==> config.mk <==
export PLATFORM = sky130hd
export DESIGN_NAME = vlm_monitor
export DESIGN_NICKNAME = d
export VERILOG_FILES = /design/src/logic/vlm_pkg.sv /design/src/logic/vlm_log_mem.sv /design/src/logic/vlm_monitor.sv
export VERILOG_INCLUDE_DIRS = /design/src /design/src/logic
export SDC_FILE = /design/constraint.sdc
export NUM_CORES = 2
export LEC_CHECK = 0
export ABC_AREA = 0
export BUFFER_PORTS_ARGS = -buffer_cell sky130_fd_sc_hd__buf_2
export CORE_MARGIN = 2
export CORE_UTILIZATION = 54
export DETAILED_ROUTE_END_ITERATION = 12
export GPL_ROUTABILITY_DRIVEN = 0
export PLACE_DENSITY = 0.68
export SLEW_MARGIN = 20
export SYNTH_ARGS = -nofsm -noshare
export SYNTH_HDL_FRONTEND = slang
export SYNTH_HIERARCHICAL = 1
export SYNTH_SLANG_ARGS = --single-unit
==> constraint.sdc <==
create_clock -name clk_sys -period 6.68 [get_ports clk_sys]
set_input_delay 1.336 -clock clk_sys [delete_from_list [all_inputs] [get_ports clk_sys]]
set_output_delay 1.336 -clock clk_sys [all_outputs]
set_load 0.02 [all_outputs]
==> src/logic/vlm_regs.svh <==
// Timing and field constants of the vibration limit alarm monitor
`ifndef VLM_REGS_SVH
`define VLM_REGS_SVH
`define VLM_CLK_HZ 20000000
`define VLM_TICK_MS 250
`define VLM_TICK_CYC ((`VLM_CLK_HZ / 1000) * `VLM_TICK_MS)
`define VLM_MEAS_Q 12
`define VLM_SET_HP1_Q 7
`define VLM_SET_HP3_Q 4
`define VLM_SET_HP10_Q 5
`define VLM_SET_SPEC_Q 7
`define VLM_SET_INT_Q 24
`define VLM_SET_LIN_Q 23
`define VLM_BRG_SET_Q 11
`define VLM_BRG_MEAS_Q 5
`define VLM_DLY_MIN_S 1
`define VLM_DLY_MAX_S 99
`define VLM_Q_PER_S 4
`define VLM_LIM_MIN_PCT 10
`define VLM_LIM_MAX_PCT 100
`define VLM_LOG_DEPTH 99
`define VLM_HIST_CHAR 8'h48
`define VLM_EV_PWRUP 4'h1
`define VLM_EV_LIMIT 4'h2
`define VLM_EV_RESET 4'h3
`define VLM_EV_ERROR 4'h4
`endif

==> src/logic/vlm_pkg.sv <==
// Types shared by the vibration limit alarm monitor
package vlm_pkg;
  typedef enum logic [1:0] {
    VLM_SETTLE_A,
    VLM_MEAS_A,
    VLM_SETTLE_B,
    VLM_MEAS_B
  } vlm_mux_e;
  typedef enum logic {
    VLM_BRG_SETTLE,
    VLM_BRG_MEAS
  } vlm_brg_e;
endpackage : vlm_pkg

==> src/logic/vlm_log_mem.sv <==
// Event log memory with registered read data
`timescale 1ns/1ps
module vlm_log_mem #(
  parameter int DEPTH = 99,
  parameter int WIDTH = 24,
  parameter int AW = 7
) (
  input wire logic clk_sys,
  input wire logic wr_en,
  input wire logic [AW-1:0] wr_addr,
  input wire logic [WIDTH-1:0] wr_data,
  input wire logic [AW-1:0] rd_addr,
  output logic [WIDTH-1:0] rd_data
);
  // Storage array
  logic [WIDTH-1:0] mem [DEPTH];
  // Write port and registered read
  always_ff @(posedge clk_sys) begin
    if (wr_en) begin
      mem[wr_addr] <= wr_data;
    end
    rd_data <= mem[rd_addr];
  end
endmodule : vlm_log_mem

==> src/logic/vlm_monitor.sv <==
// Vibration limit alarm monitor supervisory logic
//
// Overview of operation
// - Two-channel mode alternates A/B with settling
// - Vibration measuring window lasts three seconds
// - Channel in its window checked every quarter second
// - Settling interval per function from table
// - Multiplex period is sum of channel cycles
// - Longest active function settling time wins
// - Bearing cycle independent: 2.75 s settle, 1.25 s
// - Three limits per channel: two vibration, one bearing
// - Limits outside 10..100 percent rejected with error
// - Delay 1..99 s; confirm after exceeding longer
// - Confirmed exceedance logs event, trips relay
// - Running delay pauses outside own window
// - Circular log of 99 entries, oldest dropped
// - Log power-up, limits, resets, internal errors
// - Entry: history letter, running number, event code
// - Log cleared at power-up and on command
// - Three relays, each with selectable limit set
// - Latching relay holds until reset arrives
// - Non-latching relay releases when value falls back
// - Relay normally energised or de-energised option
// - AND needs all assigned limits, OR any
// - Health fault freezes relays until fault clears and reset
`timescale 1ns/1ps
`include "vlm_regs.svh"
module vlm_monitor #(
  parameter int TICK_CYC = `VLM_TICK_CYC,
  parameter int VW = 10
) (
  input wire logic clk_sys,
  input wire logic rst_b,
  input wire logic two_chan,
  input wire logic [5:0] func_a,
  input wire logic [5:0] func_b,
  input wire logic [VW-1:0] meas_a,
  input wire logic [VW-1:0] meas_b,
  input wire logic [VW-1:0] brg_a,
  input wire logic [VW-1:0] brg_b,
  input wire logic [VW-1:0] range_a,
  input wire logic [VW-1:0] range_b,
  input wire logic [VW-1:0] brg_range,
  input wire logic lim_wr,
  input wire logic [2:0] lim_sel,
  input wire logic [VW-1:0] lim_val,
  input wire logic [6:0] lim_dly,
  input wire logic [5:0] lim_on,
  input wire logic [17:0] relay_map,
  input wire logic [2:0] relay_and,
  input wire logic [2:0] relay_latch,
  input wire logic [2:0] relay_energ,
  input wire logic relay_reset,
  input wire logic log_clear,
  input wire logic health_fault,
  input wire logic [6:0] log_rd_idx,
  output logic alarm_relay_one,
  output logic alarm_relay_two,
  output logic alarm_relay_three,
  output logic lim_err,
  output logic meas_chan_b,
  output logic meas_active,
  output logic brg_measuring,
  output logic [6:0] log_count,
  output logic [23:0] log_rd_data
);
  import vlm_pkg::*;

  // Command and mode pins (reset, clear, fault, two-channel) through two flip-flops
  logic [3:0] sync1_reg;
  logic [3:0] sync2_reg;
  always_ff @(posedge clk_sys or negedge rst_b) begin
    if (!rst_b) begin
      sync1_reg <= 4'h0;
      sync2_reg <= 4'h0;
    end else begin
      sync1_reg <= {relay_reset, log_clear, health_fault, two_chan};
      sync2_reg <= sync1_reg;
    end
  end
  logic two_s, fault_s, clr_s, rst_s;
  assign {rst_s, clr_s, fault_s, two_s} = sync2_reg;

  // Edge detect on command pins
  logic clr_d_reg, rst_d_reg, fault_d_reg;
  logic clr_p, rst_p, fault_p;
  always_ff @(posedge clk_sys or negedge rst_b) begin
    if (!rst_b) begin
      clr_d_reg <= 1'b0;
      rst_d_reg <= 1'b0;
      fault_d_reg <= 1'b0;
    end else begin
      clr_d_reg <= clr_s;
      rst_d_reg <= rst_s;
      fault_d_reg <= fault_s;
    end
  end
  assign clr_p = clr_s & ~clr_d_reg;
  assign rst_p = rst_s & ~rst_d_reg;
  assign fault_p = fault_s & ~fault_d_reg;

  // Quarter second tick divider
  logic [31:0] div_reg, div_next;
  logic tick;
  always_comb begin
    div_next = div_reg + 32'h1;
    if (div_reg == 32'(TICK_CYC - 1)) begin
      div_next = 32'h0;
    end
  end
  always_ff @(posedge clk_sys or negedge rst_b) begin
    if (!rst_b) begin
      div_reg <= 32'h0;
    end else begin
      div_reg <= div_next;
    end
  end
  assign tick = (div_reg == 32'(TICK_CYC - 1));

  // Settling in quarter seconds, longest active function
  function automatic logic [4:0] settle_q(input logic [5:0] f);
    logic [4:0] s;
    s = 5'h1;
    if (f[0] && s < 5'(`VLM_SET_HP1_Q)) s = 5'(`VLM_SET_HP1_Q);
    if (f[1] && s < 5'(`VLM_SET_HP3_Q)) s = 5'(`VLM_SET_HP3_Q);
    if (f[2] && s < 5'(`VLM_SET_HP10_Q)) s = 5'(`VLM_SET_HP10_Q);
    if (f[3] && s < 5'(`VLM_SET_SPEC_Q)) s = 5'(`VLM_SET_SPEC_Q);
    if (f[4] && s < 5'(`VLM_SET_INT_Q)) s = 5'(`VLM_SET_INT_Q);
    if (f[5] && s < 5'(`VLM_SET_LIN_Q)) s = 5'(`VLM_SET_LIN_Q);
    return s;
  endfunction : settle_q

  // Channel multiplexer state
  vlm_mux_e mux_reg, mux_next;
  logic [4:0] mq_reg, mq_next;
  always_comb begin
    mux_next = mux_reg;
    mq_next = mq_reg;
    if (!two_s) begin
      // Single channel: A measured continuously
      mux_next = VLM_MEAS_A;
      mq_next = 5'h0;
    end else if (tick) begin
      mq_next = mq_reg + 5'h1;
      unique case (mux_reg)
        VLM_SETTLE_A: if (mq_reg + 5'h1 >= settle_q(func_a)) begin
          mux_next = VLM_MEAS_A;
          mq_next = 5'h0;
        end
        VLM_MEAS_A: if (mq_reg + 5'h1 >= 5'(`VLM_MEAS_Q)) begin
          mux_next = VLM_SETTLE_B;
          mq_next = 5'h0;
        end
        VLM_SETTLE_B: if (mq_reg + 5'h1 >= settle_q(func_b)) begin
          mux_next = VLM_MEAS_B;
          mq_next = 5'h0;
        end
        VLM_MEAS_B: if (mq_reg + 5'h1 >= 5'(`VLM_MEAS_Q)) begin
          mux_next = VLM_SETTLE_A;
          mq_next = 5'h0;
        end
      endcase
    end
  end
  always_ff @(posedge clk_sys or negedge rst_b) begin
    if (!rst_b) begin
      mux_reg <= VLM_MEAS_A;
      mq_reg <= 5'h0;
    end else begin
      mux_reg <= mux_next;
      mq_reg <= mq_next;
    end
  end
  logic win_a, win_b;
  assign win_a = (mux_reg == VLM_MEAS_A);
  assign win_b = (mux_reg == VLM_MEAS_B);

  // Bearing cycle, independent of vibration mux
  vlm_brg_e brg_reg, brg_next;
  logic [3:0] bq_reg, bq_next;
  always_comb begin
    brg_next = brg_reg;
    bq_next = bq_reg;
    if (tick) begin
      bq_next = bq_reg + 4'h1;
      unique case (brg_reg)
        VLM_BRG_SETTLE: if (bq_reg + 4'h1 >= 4'(`VLM_BRG_SET_Q)) begin
          brg_next = VLM_BRG_MEAS;
          bq_next = 4'h0;
        end
        VLM_BRG_MEAS: if (bq_reg + 4'h1 >= 4'(`VLM_BRG_MEAS_Q)) begin
          brg_next = VLM_BRG_SETTLE;
          bq_next = 4'h0;
        end
      endcase
    end
  end
  always_ff @(posedge clk_sys or negedge rst_b) begin
    if (!rst_b) begin
      brg_reg <= VLM_BRG_SETTLE;
      bq_reg <= 4'h0;
    end else begin
      brg_reg <= brg_next;
      bq_reg <= bq_next;
    end
  end

  // Limit table: idx 0..2 channel A, 3..5 channel B
  logic [VW-1:0] lim_reg [6];
  logic [6:0] dly_reg [6];
  logic err_reg, err_next;
  logic [VW+6:0] lo_bnd, hi_bnd, val_x;
  logic [VW-1:0] rng_sel;
  logic lim_ok;
  always_comb begin
    rng_sel = (lim_sel == 3'd2 || lim_sel == 3'd5) ? brg_range :
              (lim_sel < 3'd3) ? range_a : range_b;
    val_x = (VW+7)'(lim_val) * (VW+7)'(100);
    lo_bnd = (VW+7)'(rng_sel) * (VW+7)'(`VLM_LIM_MIN_PCT);
    hi_bnd = (VW+7)'(rng_sel) * (VW+7)'(`VLM_LIM_MAX_PCT);
    lim_ok = (val_x >= lo_bnd) && (val_x <= hi_bnd) && (lim_sel < 3'd6) &&
             (lim_dly >= 7'(`VLM_DLY_MIN_S)) && (lim_dly <= 7'(`VLM_DLY_MAX_S));
    err_next = err_reg;
    if (lim_wr) begin
      err_next = ~lim_ok;
    end
  end
  always_ff @(posedge clk_sys or negedge rst_b) begin
    if (!rst_b) begin
      err_reg <= 1'b0;
      for (int i = 0; i < 6; i++) begin
        lim_reg[i] <= '1;
        dly_reg[i] <= 7'(`VLM_DLY_MIN_S);
      end
    end else begin
      err_reg <= err_next;
      if (lim_wr && lim_ok) begin
        lim_reg[lim_sel] <= lim_val;
        dly_reg[lim_sel] <= lim_dly;
      end
    end
  end

  // Per-limit alarm delay and confirmation
  logic [5:0] over, win, conf_reg, conf_set;
  logic [8:0] dc_reg [6];
  genvar g;
  generate
    for (g = 0; g < 6; g++) begin : g_lim
      localparam bit IS_B = (g >= 3);
      localparam bit IS_BRG = (g % 3 == 2);
      logic [VW-1:0] val;
      logic [8:0] dc_next;
      assign val = IS_BRG ? (IS_B ? brg_b : brg_a) : (IS_B ? meas_b : meas_a);
      // Value compared every quarter second, gated by enable
      assign over[g] = lim_on[g] && (val > lim_reg[g]);
      assign win[g] = IS_BRG ? (brg_reg == VLM_BRG_MEAS) :
                      (!two_s ? !IS_B : (IS_B ? win_b : win_a));
      assign conf_set[g] = tick && win[g] && over[g] && !conf_reg[g] &&
                           (dc_reg[g] >= 9'(dly_reg[g]) * 9'(`VLM_Q_PER_S));
      always_comb begin
        dc_next = dc_reg[g];
        if (tick && win[g]) begin
          if (!over[g]) begin
            dc_next = 9'h0;
          end else if (!conf_reg[g]) begin
            dc_next = dc_reg[g] + 9'h1;
          end
        end
        // Outside window the count holds: paused delay
      end
      always_ff @(posedge clk_sys or negedge rst_b) begin
        if (!rst_b) begin
          dc_reg[g] <= 9'h0;
          conf_reg[g] <= 1'b0;
        end else begin
          dc_reg[g] <= dc_next;
          if (conf_set[g]) begin
            conf_reg[g] <= 1'b1;
          end else if (tick && win[g] && !over[g]) begin
            conf_reg[g] <= 1'b0;
          end
        end
      end
    end
  endgenerate

  // Relay combining, latching, health freeze
  logic [2:0] trip_reg, trip_next, cond;
  logic hold_reg, hold_next;
  always_comb begin
    hold_next = hold_reg;
    if (fault_s) begin
      hold_next = 1'b1;
    end else if (rst_p) begin
      hold_next = 1'b0;
    end
    trip_next = trip_reg;
    for (int r = 0; r < 3; r++) begin
      if (relay_and[r]) begin
        cond[r] = (relay_map[r*6 +: 6] != 6'h0) &&
                  ((relay_map[r*6 +: 6] & ~(conf_reg & lim_on)) == 6'h0);
      end else begin
        cond[r] = |(relay_map[r*6 +: 6] & conf_reg);
      end
      if (!hold_next) begin
        if (cond[r]) begin
          trip_next[r] = 1'b1;
        end else if (!relay_latch[r] || rst_p) begin
          trip_next[r] = 1'b0;
        end
      end
    end
  end
  always_ff @(posedge clk_sys or negedge rst_b) begin
    if (!rst_b) begin
      trip_reg <= 3'h0;
      hold_reg <= 1'b0;
    end else begin
      trip_reg <= trip_next;
      hold_reg <= hold_next;
    end
  end

  // Event log: write pointer, count, running number
  logic [6:0] wp_reg, wp_next, cnt_reg, cnt_next, run_reg, run_next;
  logic pwr_reg, pwr_next;
  logic ev_we;
  logic [23:0] ev_data;
  logic [6:0] rd_addr;
  logic [7:0] ev_code;
  always_comb begin
    ev_we = 1'b0;
    ev_code = 8'h0;
    if (pwr_reg) begin
      ev_we = 1'b1;
      ev_code = {`VLM_EV_PWRUP, 4'h0};
    end else if (fault_p) begin
      ev_we = 1'b1;
      ev_code = {`VLM_EV_ERROR, 4'h0};
    end else if (rst_p) begin
      ev_we = 1'b1;
      ev_code = {`VLM_EV_RESET, 4'h0};
    end else if (|conf_set) begin
      ev_we = 1'b1;
      for (int k = 5; k >= 0; k--) begin
        if (conf_set[k]) ev_code = {`VLM_EV_LIMIT, 4'(k)};
      end
    end
    ev_data = {`VLM_HIST_CHAR, 1'b0, run_reg, ev_code};
    pwr_next = 1'b0;
    wp_next = wp_reg;
    cnt_next = cnt_reg;
    run_next = run_reg;
    if (clr_p) begin
      wp_next = 7'h0;
      cnt_next = 7'h0;
      run_next = 7'h1;
      ev_we = 1'b0;
    end else if (ev_we) begin
      wp_next = (wp_reg == 7'(`VLM_LOG_DEPTH - 1)) ? 7'h0 : wp_reg + 7'h1;
      if (cnt_reg != 7'(`VLM_LOG_DEPTH)) cnt_next = cnt_reg + 7'h1;
      run_next = (run_reg == 7'(`VLM_LOG_DEPTH)) ? 7'h1 : run_reg + 7'h1;
    end
    // Index 0 reads the oldest entry
    if (cnt_reg == 7'(`VLM_LOG_DEPTH)) begin
      rd_addr = (8'(wp_reg) + 8'(log_rd_idx) >= 8'(`VLM_LOG_DEPTH)) ?
                7'(8'(wp_reg) + 8'(log_rd_idx) - 8'(`VLM_LOG_DEPTH)) :
                wp_reg + log_rd_idx;
    end else begin
      rd_addr = (log_rd_idx < 7'(`VLM_LOG_DEPTH)) ? log_rd_idx : 7'h0;
    end
  end
  always_ff @(posedge clk_sys or negedge rst_b) begin
    if (!rst_b) begin
      wp_reg <= 7'h0;
      cnt_reg <= 7'h0;
      run_reg <= 7'h1;
      pwr_reg <= 1'b1;
    end else begin
      wp_reg <= wp_next;
      cnt_reg <= cnt_next;
      run_reg <= run_next;
      pwr_reg <= pwr_next;
    end
  end

  // Log storage
  vlm_log_mem #(.DEPTH(`VLM_LOG_DEPTH), .WIDTH(24), .AW(7)) u_log (
    .clk_sys(clk_sys),
    .wr_en(ev_we),
    .wr_addr(wp_reg),
    .wr_data(ev_data),
    .rd_addr(rd_addr),
    .rd_data(log_rd_data)
  );

  // Registered outputs with energise polarity
  always_ff @(posedge clk_sys or negedge rst_b) begin
    if (!rst_b) begin
      alarm_relay_one <= 1'b0;
      alarm_relay_two <= 1'b0;
      alarm_relay_three <= 1'b0;
      lim_err <= 1'b0;
      meas_chan_b <= 1'b0;
      meas_active <= 1'b0;
      brg_measuring <= 1'b0;
      log_count <= 7'h0;
    end else begin
      alarm_relay_one <= trip_reg[0] ^ relay_energ[0];
      alarm_relay_two <= trip_reg[1] ^ relay_energ[1];
      alarm_relay_three <= trip_reg[2] ^ relay_energ[2];
      lim_err <= err_reg;
      meas_chan_b <= (mux_reg == VLM_SETTLE_B) || win_b;
      meas_active <= win_a || win_b;
      brg_measuring <= (brg_reg == VLM_BRG_MEAS);
      log_count <= cnt_reg;
    end
  end
endmodule : vlm_monitor

==> flow_metrics.tcl <==
set metrics [dict create \
    critPathArrivalTime_ps 7360 \
    dieHeight_um 455.1 \
    postRouteAntennaNets 0 \
    largest_reg_flops 2376 \
    rsz0062_at_grt "yes" \
    grt_usage_pct 25.83 \
    boundaryPins 187 \
    async_flop_share_pct 9.707 \
    p_per_area_mw_per_mm2 302.7 \
    htreeDepth 5 \
    place_ws_ps -839.9 \
    die_w_um 455.1 \
    synth_area_mm2 0.1099 \
    clock_sinks 2658 \
    grt_pass1_wl_mm 393.0 \
    maxSlewHeadroom_pct 22.74 \
    yosys_warnings 6 \
    core-area_mm2 0.2021 \
    min_period_over_period_pct 98.62 \
    leakage_nw 47.48 \
    irDropWorstVdd_mv 0.3150 \
    viasPerCell 5.691 \
    finalHoldViolCount 0 \
    maxCapViolCount 0 \
    drv_slew 0 \
    grt_overflow 0 \
    synth-seq-area-share_pct 71.33 \
    ys_types 97 \
    cp_slowest_cell "fa_2" \
    fillers 13930 \
    synth-main-ff-cell "edfxtp_1" \
    required_ps 7460 \
    worstSetupStartpointType "input port" \
    finalSetupViolCount 0 \
    cts_inserted_buffers 290 \
    fmax_ghz 0.1518 \
    status "finished, final reports clean" \
    clk_latency_ps 950 \
    worst_hold_path_type "register to register" \
    wl_per_cell_um 24.68 \
    grt_pass1_vias 62030 \
    grt_max_degree 143 \
    fin_util_pct 64.82 \
    ys_ff_latch 2658 \
    grt_antenna_before_repair 18 \
    path_buf_inv 5 \
    postSynthCellCount 6020 \
    cpMostUsedCell "ha_4" \
    drive_gt1_share_pct 24.87 \
    routed_wl_mm 263.4 \
    route.vias.total 60750 \
    worst_slack_ps 92.51 \
    instances_no_fill 10670 \
    die_area_mm2 0.2071 \
    portBuffers 186 \
    path_depth 27 \
    avgSynthCellArea_um2 18.25 \
    whs_path_depth 0 \
    crit_type "input port to register" \
    area_delta_synth_final_pct 19.24 \
    route.detailed.drc 0 \
    std_cell_rows 165 \
    cp_top_family "simple AND/OR/NAND/NOR gates" \
    initial_core_util_pct 54.36 \
    place_inst 10150 \
    rr_worst_depth 17 \
    power_mw 39.66 \
    drt-initial-drc-count 6113 \
    critPathCaptureType "register" \
    slowest_delay_ps 560 \
    layout.nets 8203 \
    clock_path_buffers 4 \
    postCtsHoldBufs 0 \
    skew_ps 67.31 \
    firstDrtPassIters 6 \
    cts_tree "built" \
    worst_pin_slew_ps 1159 \
    synth-edff-count 2376 \
    root_buffer "clkbuf_16" \
    crit_fanout 6 \
    path_clk_slew_ps 50 \
    hpwlAfterDp_mm 165.6 \
    min_period_ps 6587 \
]
## what timing repair did
item | CTS | global route
resized for setup | 0 | 33
buffers inserted | 0 | 12
endpoints found under the setup margin | 0 | 102
## through the flow
stage                     cell area (µm²)  hold WS (ps)  TNS [ps]
after floorplan                    114200         331.2    -33360
after global placement             121600         333.9    -55260
after detailed placement           121600         337.0    -75040
after CTS                          130600         345.8         0
after global routing               131000         350.5    -769.5
final                              131000         347.3         0
## cells by family after synthesis
| family | Yosys count | share of synthesized area [%] |
|---|---|---|
| other | 2 | 0.006835 |
| AOI/OAI and AO/OA | 751 | 4.633 |
| muxes | 931 | 14.62 |
| adders and majority gates | 268 | 3.134 |
| and+or+nand+nor | 839 | 3.700 |
| xor gates and xnor gates | 89 | 0.7094 |
| DFF | 2658 | 71.33 |
| buffers and inverters | 482 | 1.871 |
## power by group
part | internal, mW | switching, mW
Combinational | 2.08 | 2.83
Sequential | 19.1 | 0.431
Clock | 9.05 | 6.21
Total | 30.2 | 9.47
## metal layers
layer	wire length [µm]	GRT usage, %	vias to the layer above
li1	-	-	26700
met1	107300	36.01	31290
met2	126800	41.57	2341
met3	20420	4.488	421
met4	8621	8.723	2
met5	257	0.8732	-
## cell usage after synthesis (19+ instances only)
cell       count  area [µm²]
a211oi_1      27       202.7
a21o_1        37       277.8
a21oi_1      146       730.7
a221oi_1      39       341.6
a22oi_1       27       202.7
a2bb2oi_1     20       175.2
and3_1        31       193.9
buf_1         26       97.59
buf_2         83       415.4
buf_4         26       195.2
clkbuf_1     126       473.0
dfrtp_1      189        4730
dfstp_2       69        1813
dfxtp_1       24       480.5
edfxtp_1    2376       71350
ha_1         256        3203
inv_1        215       807.0
mux2_1        33       371.6
mux2_2       186        2095
mux2i_1      195        1952
mux4_2       517       11640
nand2_1      206       773.2
nand2b_1      24       150.1
nand3_1       74       370.4
nand4_1       46       287.8
nor2_1       278        1044
nor2b_1       46       287.8
nor3_1        35       175.2
o21a_1        19       142.6
o21ai_0      161       805.8
o221ai_1      24       210.2
o22ai_1       88       550.5
xnor2_1       40       350.3
xor2_1        49       429.2
## layout by cell type, fill, tap and decap left out, drive strengths merged, types with 37 or more instances in the layout
cell	n
a21o	37
clkinv	90
nand4	46
xor2	49
nand2	206
mux4	517
o21ai	165
clkbuf	382
dfstp	69
a21oi	148
ha	256
nor2b	46
o22ai	89
edfxtp	2376
mux2i	195
mux2	219
nor2	281
xnor2	40
conb	1090
buf	652
a221oi	39
dfrtp	189
inv	220
nor3	37
nand3	74
## final cells by class
type | instances | area [µm²] | area share (%)
multi-input combinational | 3968 | 34170 | 26.08
antenna | 8 | 20.02 | 0.01528
tap | 2672 | 3343 | 2.552
inverter | 215 | 807.0 | 0.6160
clock buffer | 381 | 7964 | 6.079
clock inverter | 119 | 1028 | 0.7850
timing repair buffer | 653 | 5289 | 4.037
sequential | 2658 | 78400 | 59.84
## path summary, 6_finish.rpt
kind                         startpoint                 to  slack (ps)
max                          lim_sel[1]        dly_reg[12]          90
max in group asynchronous         rst_b         run_reg[4]        4810
max reg2reg                   wp_reg[1]  u_log/rd_data[13]         930
min                        sync1_reg[1]       sync2_reg[1]         350
min reg2reg                sync1_reg[1]       sync2_reg[1]         350
min in group asynchronous         rst_b         div_reg[0]         390
(Power assumes the default switching activity.)
